--- src/drsr_pkg.sv ---
//
// Purpose: Shared constants for the dual-rail sequencer and reset block
// Assumes: 125 MHz pclk
// Notes:   Register offsets are byte addresses on APB
//
package drsr_pkg;

  // ************************************************************
  // Timing
  // ************************************************************
  localparam int unsigned CLK_MHZ         = 125;
  localparam int unsigned RELEASE_DLY_MS  = 120;
  localparam int unsigned RELEASE_CYCLES  = RELEASE_DLY_MS * 1000 * CLK_MHZ;

  // ************************************************************
  // Register map
  // ************************************************************
  localparam logic [11:0] OFS_CTRL   = 12'h000;
  localparam logic [11:0] OFS_STATUS = 12'h004;
  localparam logic [11:0] OFS_IRQ_ST = 12'h008;
  localparam logic [11:0] OFS_IRQ_MS = 12'h00C;

  // Status and interrupt bit positions
  localparam int unsigned BIT_R1_ON  = 0;
  localparam int unsigned BIT_R2_ON  = 1;
  localparam int unsigned BIT_GOOD1  = 2;
  localparam int unsigned BIT_RST    = 3;
  localparam int unsigned BIT_R2_OK  = 4;
  localparam int unsigned NUM_EVT    = 4;

  // Event bits: reset released, reset asserted, rail1 fault, rail2 fault
  localparam int unsigned EVT_REL    = 0;
  localparam int unsigned EVT_ASSERT = 1;
  localparam int unsigned EVT_F1     = 2;
  localparam int unsigned EVT_F2     = 3;

  localparam logic [31:0] CTRL_RST_VAL = 32'h0000_0000;
  localparam logic [31:0] MASK_RST_VAL = 32'h0000_0000;

  // ************************************************************
  // Sequencer states
  // ************************************************************
  typedef enum logic [2:0] {
    DRSR_OFF,
    DRSR_FIRST,
    DRSR_BOTH
  } drsr_state_e;

endpackage : drsr_pkg

--- src/drsr_top.sv ---
//
// Purpose: Dual-rail power-up sequencer with delayed system reset
// Assumes: Comparator inputs and pins are asynchronous to pclk
// Notes:   Control and status also visible over APB
//
// Overview of operation
// - While enable_n is high, both rails off, good and reset outputs low.
// - Order select high: enable low switches rail 2 on first.
// - Second rail switches on only after first rail passes 83 percent.
// - Order select low: rail 1 first, then rail 2.
// - Rail1 good follows rail 1 at or above 95 percent.
// - Both rails good and both manual resets high releases reset after 120 ms.
// - Manual reset A low asserts reset at once, rails stay enabled.
// - Manual reset A returning high restarts the full release delay.
// - Rail 1 fault drops good, which via board tie asserts reset.
// - With order select high, rail 1 fault keeps rail 2 enabled.
// - Rail 2 below 95 percent drives reset low immediately.
// - Either manual reset low forces reset low regardless of rails.
//
`timescale 1ns/1ps

module drsr_top
  import drsr_pkg::*;
#(
  parameter int unsigned RELEASE_CNT = RELEASE_CYCLES
) (
  // Clock and reset
  input  wire logic        pclk,
  input  wire logic        presetn,
  // APB slave
  input  wire logic        psel,
  input  wire logic        penable,
  input  wire logic        pwrite,
  input  wire logic [11:0] paddr,
  input  wire logic [31:0] pwdata,
  output logic      [31:0] prdata,
  output logic             pready,
  output logic             pslverr,
  // Board pins
  input  wire logic        enable_n,
  input  wire logic        order_select,
  input  wire logic        manual_reset_a_n,
  input  wire logic        manual_reset_b_n,
  // Rail comparators
  input  wire logic        rail1_above83,
  input  wire logic        rail1_above95,
  input  wire logic        rail2_above83,
  input  wire logic        rail2_above95,
  // Rail enables and supervisor outputs
  output logic             rail1_output,
  output logic             rail2_output,
  output logic             rail1_good,
  output logic             sys_reset_n,
  output logic             irq
);

  // Elaboration check on the release count
  if (RELEASE_CNT < 2) begin : g_bad_cnt
    $error("RELEASE_CNT too small");
  end

  localparam int unsigned CW = $clog2(RELEASE_CNT + 1);
  localparam int unsigned NSYNC = 8;

  // ************************************************************
  // Input synchronisers
  // ************************************************************
  logic [NSYNC-1:0] raw_in;
  logic [NSYNC-1:0] s1_r;
  logic [NSYNC-1:0] s2_r;
  logic [NSYNC-1:0] s3_r;
  logic [NSYNC-1:0] clean_r;

  assign raw_in = {rail2_above95, rail2_above83, rail1_above95, rail1_above83,
                   manual_reset_b_n, manual_reset_a_n, order_select, enable_n};

  // Three-stage sync, change accepted when stages two and three agree
  always_ff @(posedge pclk or negedge presetn) begin
    if (!presetn) begin
      s1_r    <= '0;
      s2_r    <= '0;
      s3_r    <= '0;
      clean_r <= 8'h01;
    end else begin
      s1_r <= raw_in;
      s2_r <= s1_r;
      s3_r <= s2_r;
      for (int i = 0; i < NSYNC; i++) begin
        if (s2_r[i] == s3_r[i]) begin
          clean_r[i] <= s3_r[i];
        end
      end
    end
  end

  logic en_off;
  logic sel_hi;
  logic mra_ok;
  logic mrb_ok;
  logic r1_83;
  logic r1_95;
  logic r2_83;
  logic r2_95;

  assign en_off = clean_r[0];
  assign sel_hi = clean_r[1];
  assign mra_ok = clean_r[2];
  assign mrb_ok = clean_r[3];
  assign r1_83  = clean_r[4];
  assign r1_95  = clean_r[5];
  assign r2_83  = clean_r[6];
  assign r2_95  = clean_r[7];

  // ************************************************************
  // Software control
  // ************************************************************
  logic [31:0] ctrl_r;
  logic        sw_off;
  assign sw_off = ctrl_r[0];

  // ************************************************************
  // Sequencer
  // ************************************************************
  drsr_state_e state_r;
  logic        order_r;
  logic        shut;

  assign shut = en_off | sw_off;

  // Power-up order latched at enable
  always_ff @(posedge pclk or negedge presetn) begin
    if (!presetn) begin
      state_r <= DRSR_OFF;
      order_r <= 1'b0;
    end else if (shut) begin
      state_r <= DRSR_OFF;
    end else begin
      unique case (state_r)
        DRSR_OFF: begin
          order_r <= sel_hi;
          state_r <= DRSR_FIRST;
        end
        DRSR_FIRST: begin
          if (order_r ? r2_83 : r1_83) begin
            state_r <= DRSR_BOTH;
          end
        end
        DRSR_BOTH: begin
          state_r <= DRSR_BOTH;
        end
        default: state_r <= DRSR_OFF;
      endcase
    end
  end

  // Rail enables from state
  always_ff @(posedge pclk or negedge presetn) begin
    if (!presetn) begin
      rail1_output <= 1'b0;
      rail2_output <= 1'b0;
    end else begin
      rail1_output <= !shut && (state_r == DRSR_BOTH ||
                      (state_r == DRSR_FIRST && !order_r));
      rail2_output <= !shut && (state_r == DRSR_BOTH ||
                      (state_r == DRSR_FIRST && order_r));
    end
  end

  // Rail 1 good output
  always_ff @(posedge pclk or negedge presetn) begin
    if (!presetn) begin
      rail1_good <= 1'b0;
    end else begin
      rail1_good <= !shut && r1_95;
    end
  end

  // ************************************************************
  // Reset release delay
  // ************************************************************
  logic          rel_ok;
  logic [CW-1:0] cnt_r;

  // Manual resets gate release independently of rails
  assign rel_ok = !shut && r1_95 && r2_95 && mra_ok && mrb_ok;

  always_ff @(posedge pclk or negedge presetn) begin
    if (!presetn) begin
      cnt_r       <= '0;
      sys_reset_n <= 1'b0;
    end else if (!rel_ok) begin
      cnt_r       <= '0;
      sys_reset_n <= 1'b0;
    end else if (cnt_r == CW'(RELEASE_CNT - 1)) begin
      sys_reset_n <= 1'b1;
    end else begin
      cnt_r <= cnt_r + CW'(1);
    end
  end

  // ************************************************************
  // Interrupts
  // ************************************************************
  logic [NUM_EVT-1:0] evt;
  logic [NUM_EVT-1:0] ist_r;
  logic [NUM_EVT-1:0] imask_r;
  logic               rst_d_r;
  logic               good_d_r;
  logic               r2_d_r;
  logic               wr;
  logic [NUM_EVT-1:0] w1c;

  always_ff @(posedge pclk or negedge presetn) begin
    if (!presetn) begin
      rst_d_r  <= 1'b0;
      good_d_r <= 1'b0;
      r2_d_r   <= 1'b0;
    end else begin
      rst_d_r  <= sys_reset_n;
      good_d_r <= rail1_good;
      r2_d_r   <= r2_95;
    end
  end

  assign evt[EVT_REL]    = sys_reset_n & ~rst_d_r;
  assign evt[EVT_ASSERT] = ~sys_reset_n & rst_d_r;
  assign evt[EVT_F1]     = ~rail1_good & good_d_r & ~shut;
  assign evt[EVT_F2]     = ~r2_95 & r2_d_r & ~shut;

  assign wr  = psel & penable & pwrite;
  assign w1c = (wr && paddr == OFS_IRQ_ST) ? pwdata[NUM_EVT-1:0] : '0;

  // Sticky status, set wins over clear
  always_ff @(posedge pclk or negedge presetn) begin
    if (!presetn) begin
      ist_r <= '0;
    end else begin
      ist_r <= (ist_r & ~w1c) | evt;
    end
  end

  assign irq = |(ist_r & imask_r);

  // ************************************************************
  // APB registers
  // ************************************************************
  always_ff @(posedge pclk or negedge presetn) begin
    if (!presetn) begin
      ctrl_r  <= CTRL_RST_VAL;
      imask_r <= MASK_RST_VAL[NUM_EVT-1:0];
    end else if (wr) begin
      if (paddr == OFS_CTRL) ctrl_r <= {31'h0, pwdata[0]};
      if (paddr == OFS_IRQ_MS) imask_r <= pwdata[NUM_EVT-1:0];
    end
  end

  logic        known;
  logic [31:0] rd;

  always_comb begin
    known = 1'b1;
    rd    = 32'h0000_0000;
    unique case (paddr)
      OFS_CTRL:   rd = ctrl_r;
      OFS_STATUS: begin
        rd[BIT_R1_ON] = rail1_output;
        rd[BIT_R2_ON] = rail2_output;
        rd[BIT_GOOD1] = rail1_good;
        rd[BIT_RST]   = sys_reset_n;
        rd[BIT_R2_OK] = r2_95;
      end
      OFS_IRQ_ST: rd[NUM_EVT-1:0] = ist_r;
      OFS_IRQ_MS: rd[NUM_EVT-1:0] = imask_r;
      default:    known = 1'b0;
    endcase
  end

  // Read data registered in setup phase
  always_ff @(posedge pclk or negedge presetn) begin
    if (!presetn) begin
      prdata <= 32'h0000_0000;
    end else if (psel && !penable && !pwrite) begin
      prdata <= rd;
    end
  end

  assign pready  = 1'b1;
  assign pslverr = psel & penable & ~known;

  // ************************************************************
  // Assertions
  // ************************************************************
  a_off_rails: assert property (@(posedge pclk) disable iff (!presetn)
    shut |=> !rail1_output && !rail2_output && !sys_reset_n && !rail1_good)
    else $error("outputs active while disabled");

  a_seq_hi: assert property (@(posedge pclk) disable iff (!presetn)
    (state_r == DRSR_FIRST && order_r && !shut) |=> rail2_output && !rail1_output)
    else $error("wrong first rail with order high");

  a_seq_lo: assert property (@(posedge pclk) disable iff (!presetn)
    (state_r == DRSR_FIRST && !order_r && !shut) |=> rail1_output && !rail2_output)
    else $error("wrong first rail with order low");

  a_second_gate: assert property (@(posedge pclk) disable iff (!presetn)
    $rose(state_r == DRSR_BOTH) |-> $past(order_r ? r2_83 : r1_83))
    else $error("second rail before 83 percent");

  a_good_track: assert property (@(posedge pclk) disable iff (!presetn)
    !r1_95 |=> !rail1_good)
    else $error("good high while rail 1 low");

  a_mr_reset: assert property (@(posedge pclk) disable iff (!presetn)
    (!mra_ok || !mrb_ok) |=> !sys_reset_n)
    else $error("reset released during manual reset");

  a_r2_fault: assert property (@(posedge pclk) disable iff (!presetn)
    !r2_95 |=> !sys_reset_n)
    else $error("reset high with rail 2 low");

  a_rail2_hold: assert property (@(posedge pclk) disable iff (!presetn)
    (rail2_output && !shut && state_r == DRSR_BOTH) |=> rail2_output || shut)
    else $error("rail 2 dropped without disable");

  a_delay_full: assert property (@(posedge pclk) disable iff (!presetn)
    $rose(sys_reset_n) |-> cnt_r == CW'(RELEASE_CNT - 1))
    else $error("reset released before full delay");

  c_release: cover property (@(posedge pclk) disable iff (!presetn) $rose(sys_reset_n));
  c_mr_toggle: cover property (@(posedge pclk) disable iff (!presetn)
    $fell(mra_ok) && rail1_output && rail2_output);
  c_r1_fault: cover property (@(posedge pclk) disable iff (!presetn)
    $fell(rail1_good) && rail2_output);
  c_order_hi: cover property (@(posedge pclk) disable iff (!presetn)
    rail2_output && !rail1_output);

endmodule : drsr_top

--- config.mk ---
export PLATFORM = sky130hd
export DESIGN_NAME = drsr_top
export DESIGN_NICKNAME = d
export VERILOG_FILES = /design/src/drsr_pkg.sv /design/src/drsr_top.sv
export SDC_FILE = /design/constraint.sdc
export NUM_CORES = 1
export LEC_CHECK = 0
export ABC_AREA = 1
export BUFFER_PORTS_ARGS = -buffer_cell sky130_fd_sc_hd__buf_2
export CORE_AREA = 2 2 83 85
export CTS_BUF_LIST = sky130_fd_sc_hd__clkbuf_8
export CTS_CLUSTER_SIZE = 24
export DETAILED_ROUTE_END_ITERATION = 10
export DIE_AREA = 0 0 85 87
export PLACE_DENSITY = 0.86
export REMOVE_ABC_BUFFERS = 1
export SETUP_SLACK_MARGIN = 0.4
export SLEW_MARGIN = 15
export SYNTH_ARGS = -nofsm -noshare
export SYNTH_HDL_FRONTEND = slang
export SYNTH_SLANG_ARGS = --single-unit
--- constraint.sdc ---
create_clock -name pclk -period 2.4 [get_ports pclk]
set_input_delay 0.48 -clock pclk [delete_from_list [all_inputs] [get_ports pclk]]
set_output_delay 0.48 -clock pclk [all_outputs]
set_load 0.03 [all_outputs]
# [Word level (Yosys, flattened, before mapping)]
# Cells that the tools add are included.
[word_totals] regBits=81 inputBits=57 output_inout_bits=39 elab_cells=99
[classes] addsub=1 n_eq_ne=17 n_mux=12 bitwise=20 n_reduce_logical=24
[op_table] cell="24-bit two-way mux" count=2
[op_table] cell="24-bit by 1-bit adder with 24-bit output (second input constant)" count=1
[op_table] cell="12-bit by 4-bit == test with 1-bit output (second input constant)" count=2
[op_table] cell="24-bit == test (second input constant)" count=1
[op_table] cell="4-bit case mux with 4 select lines" count=1
[op_table] cell="12-bit by 3-bit == test with 1-bit output (second input constant)" count=1
[op_table] cell="12-bit logical NOT" count=1
[op_table] cell="1-bit logical AND" count=11
[op_table] cell="1-bit AND" count=9
[op_table] cell="3-bit case mux with 3 select lines" count=1
[op_table] cell="4-bit AND" count=2
[op_table] cell="1-bit == test" count=8
[op_table] cell="4-bit OR reduction" count=2
[op_table] cell="3-bit two-way mux" count=2
[op_table] cell="1-bit inverter" count=6
[op_table] cell="2-bit AND reduction" count=3
[op_table] cell="1-bit two-way mux" count=5
[op_table] cell="1-bit logical NOT" count=4
[op_table] cell="4-bit two-way mux" count=1
[op_table] cell="4-bit inverter" count=1
[op_table] cell="4-bit OR" count=1
[op_table] cell="3-bit by 1-bit == test with 1-bit output (second input constant)" count=1
[op_table] cell="3-bit by 2-bit == test with 1-bit output (second input constant)" count=1
[op_table] cell="3-bit logical NOT" count=1
[op_table] cell="5 further kinds" count=6

# [Depth between registers and ports, before layout]
[depth] word_depth=7 mapped_depth=9

# [Worst setup path before layout]
# Ideal clock, no wire load.
[synth_timing] path_kind="input-to-output" startpoint="input port paddr[7]" endpoint="output port pslverr" arrival_time_ps=1311 t_required_ps=1920 slack_ps=609 stages=5 n_path_buf=1 cell_sequence="nor2_1 > nand2_1 > nor2_2 > buf_2 > a21oi_1"
[synth_between] elab_chain_len=5
[synth_rtl] item="from (decl)" line_no="drsr_top.sv:34" rtl="input wire logic [11:0] paddr,"
[synth_rtl] item="12-bit by 4-bit == test with 1-bit output, or another cell as far along" line_no="drsr_top.sv:263" rtl="unique case (paddr)"
[synth_rtl] item="4-bit OR reduction (no line) *"
[synth_rtl] item="1-bit two-way mux *" line_no="drsr_top.sv:263"
[synth_rtl] item="1-bit inverter *" line_no="drsr_top.sv:288" rtl="assign pslverr = psel & penable & ~known;"
[synth_rtl] item="1-bit AND *" line_no="drsr_top.sv:288"
[synth_rtl] item="to (decl)" line_no="drsr_top.sv:38" rtl="output logic pslverr,"
# Mark *: on every way between the ends. The rest lies on a longest branch, timed or not.

# [Final worst setup path]
# Ends and elaborated chain as after synthesis.

==> run metrics <==
setup violators final 0; max-capacitance violation count 0; # fillers approximately 530; antenna-violating nets left 0; total standard cell area after synthesis 3740 um^2; Vias/cell 5.17; worst relative slew slack 0.626; final total negative setup slack 0 ns; pin count of the biggest net entering global routing 44; element type at the critical path end output port; distinct cell type count after synthesis 32; worst-path cell chain buf_2 -> nor2_1 -> nand2_1 -> nor2_2 -> buf_4 -> a21oi_1 -> buf_2; RSZ-0062 raised after global routing no; leading cell types in the layout, fill and taps excluded sky130_fd_sc_hd__dfrtp_1 (79), sky130_fd_sc_hd__nand2_1 (78), sky130_fd_sc_hd__nor2_1 (51), sky130_fd_sc_hd__inv_1 (45), sky130_fd_sc_hd__buf_2 (38); RD Place Congestion 0.880; cell type with the highest occurrence count on the critical path sky130_fd_sc_hd__buf_2; synthesis-to-layout area growth 11.1%; CP peak stage delay ~0.18 ns; Worst Setup Path Type in -> out; Top Family by Delay on Critical Path buffers and inverters; Fmax around 560 MHz; most common library cell in the layout ignoring fill and taps sky130_fd_sc_hd__dfrtp_1; CP max FO 13; buffer levels on the longest clock path 2; worst min path class in -> async; Synth top area share 0.528; # clock sinks 80; overflow left after global routing 0; fin area 4160 um^2; total count of max-transition violations in the final report 0; average footprint of a synthesized cell 8.87 um^2; total detailed-routing wirelength 6.90 mm; Startpoint Class input port; number of antenna violations at the first check in global routing 0; number of core rows 30; count of unresolved DRC violations after routing 0; port buffer count 39; final critical path time including I/O delays and setup roughly 1.8 ns; clk_lat worst skew approximately 0.35 ns; combined buffer and inverter count along the critical path 3; initial cell density of the core 0.570; number of global-route vias before repair 2695; Placed Area 3940 um^2; number of diodes 0; final routed wire length divided by cell count 12.5 um; count of TritonRoute iterations in the first routing pass 5; count of hold-fix buffers inserted at cts 0; cell at the root of the clock tree sky130_fd_sc_hd__clkbuf_8; Post CTS Setup Buffer Count 0; die span in x 85 um; GRT Total Usage 0.202; TritonCTS clock tree built; die outline area around 7400 um^2; endpoint required time on the critical path 1.92 ns; power per cell area 688 nW/um^2; die height 87 um; Storage cell area 2000 um^2; top-level I/O count 96; slowest library cell on the worst path sky130_fd_sc_hd__buf_4; status completed; number of standard cells in the final layout excluding fillers 554; final critical-path share of the clock period 0.743; worst slack on hold paths 0.121 ns; clock slew seen by the registers of the worst setup and hold paths about 0.09 ns; largest area contributor in the netlist sky130_fd_sc_hd__dfrtp_1; number of synthesized register bits 80; maximum clock skew at final layout between 0.007 and 0.008 ns; LEAKAGE 2.00 nW; HPWL after detailed placement 5.06 mm; number of nets in the final layout 530; combined area of the multi-input logic cells roughly 1400 um^2; Synth warnings 0; first-pass GRT wire length 11.8 mm; arrival time at the worst endpoint approximately 1.3 ns; main area contributors after synthesis sky130_fd_sc_hd__dfrtp_1 (53%), sky130_fd_sc_hd__nand2_1 (7.8%), sky130_fd_sc_hd__buf_4 (6.0%); worst IR drop on VDD 0.000697 V; clock buffers created by TritonCTS 9; number of DRC markers after the initial detailed-route iteration 237; fraction of final layout cells with drive strength greater than 1 0.167; CTS resizes 0; placeable core region about 6600 um^2; total number of vias between 2000 and 3000; number of H-tree levels 3; endpoints failing hold 0; slew at the pin closest to its max-slew limit 0.560 ns; Post-Place Cells around 540; number of instances in the synthesized netlist about 420; share of synthesized area occupied by flip-flops and latches 0.535
[per-stage QoR]
step | setup slack (ns) | power, mW | utilization
4_1_cts | 0.619 | 2.90 | 0.633
3_5_place_dp | 0.624 | 1.80 | 0.599
2_1_floorplan | 0.676 | 1.68 | -
6_report | 0.618 | 2.86 | 0.633
5_1_grt | 0.507 | 3.01 | 0.633
3_3_place_gp | 0.638 | 1.78 | 0.599
[worst register-to-register path, stage by stage, from the launching register on]
cell	delay, ns
sky130_fd_sc_hd__dfrtp_1	0.38
sky130_fd_sc_hd__ha_1	0.19
sky130_fd_sc_hd__nand3_1	0.13
sky130_fd_sc_hd__nor2_2	0.23
sky130_fd_sc_hd__nand4_2	0.20
sky130_fd_sc_hd__nor2_1	0.19
sky130_fd_sc_hd__nand2_1	0.07
sky130_fd_sc_hd__nand2_1	0.06
sky130_fd_sc_hd__nor2_1	0.04
[routing by layer]
layer | wire, um | track usage
met4 | 135 | 0.0880
met2 | 3390 | 0.335
met1 | 2930 | 0.256
met3 | 445 | 0.0474
met5 | 0 | 0
[cell usage after synthesis]
master and n:
sky130_fd_sc_hd__nand2_1 78, sky130_fd_sc_hd__nor2_2 8, sky130_fd_sc_hd__o31ai_1 3, sky130_fd_sc_hd__nand3_1 36, sky130_fd_sc_hd__nand4_1 8, sky130_fd_sc_hd__nor2_8 1
sky130_fd_sc_hd__nand3_2 1, sky130_fd_sc_hd__ha_1 4, sky130_fd_sc_hd__buf_2 2, sky130_fd_sc_hd__nand4_2 1, sky130_fd_sc_hd__nor2_4 2, sky130_fd_sc_hd__maj3_1 8
sky130_fd_sc_hd__nor3_2 1, sky130_fd_sc_hd__inv_1 44, sky130_fd_sc_hd__a21oi_1 13, sky130_fd_sc_hd__o21a_1 2, sky130_fd_sc_hd__xor2_1 2, sky130_fd_sc_hd__a31oi_1 4
sky130_fd_sc_hd__nor3_1 9, sky130_fd_sc_hd__inv_4 1, sky130_fd_sc_hd__buf_4 30, sky130_fd_sc_hd__conb_1 2, sky130_fd_sc_hd__o21ai_0 21, sky130_fd_sc_hd__o22ai_1 1
sky130_fd_sc_hd__o21ai_1 3, sky130_fd_sc_hd__or2_2 1, sky130_fd_sc_hd__dfrtp_1 79, sky130_fd_sc_hd__nand2_2 2, sky130_fd_sc_hd__inv_2 2, sky130_fd_sc_hd__dfstp_2 1
sky130_fd_sc_hd__nor2_1 51, sky130_fd_sc_hd__nand2_4 1
[sequential cells by signal (all words and copies together) (netlist names), 2 cells and up]
register / count
clean_r: 8
prdata: 5
cnt_r: 24
s2_r: 8
s3_r: 8
state_r: 2
s1_r: 8
ist_r: 4
imask_r: 4
[report_power, final]
group | leakage (nW) | internal (mW) | switching, mW
registers | 1.01 | 1.42 | 0.0467
clock network | 0.107 | 0.587 | 0.497
logic | 0.884 | 0.0867 | 0.221
total | 2.00 | 2.09 | 0.765
[layout make-up]
class / instances / area share
flip-flops and latches: 80 / 0.482
multi-input cells: 289 / 0.342
repair buffers: 42 / 0.0560
inverters: 47 / 0.0430
clock buffers: 9 / 0.0298
well taps: 80 / 0.0241
clock inverters: 7 / 0.0232
[cells by family (layout without fill, tap and decap cells)]
logic type	Yosys count	after routing	share of synthesized area
compound gates	47	47	0.0679
xor+xnor	2	2	0.00468
fa+ha+maj	12	12	0.0348
buf+inv	79	105	0.111
flops	80	80	0.535
other cells	2	28	0.00201
simple gates	200	200	0.244
[path summary, 6_finish.rpt]
| kind | start | endpoint | slack (ns) | depth (start not counted) |
|---|---|---|---|---|
| setup / recovery | paddr[7] | pslverr | 0.62 | 7 |
| hold / removal | presetn | clean_r[4] | 0.12 | 1 |
| setup reg to reg | cnt_r[1] | cnt_r[20] | 0.82 | 8 |
| hold reg to reg | s1_r[2] | s2_r[2] | 0.35 | 0 |
| max in group asynchronous | presetn | s2_r[5] | 1.69 | 2 |
| min in group pclk | rail1_above83 | s1_r[4] | 0.23 | 1 |
No activity file was read; power rests on OpenSTA's default activity.
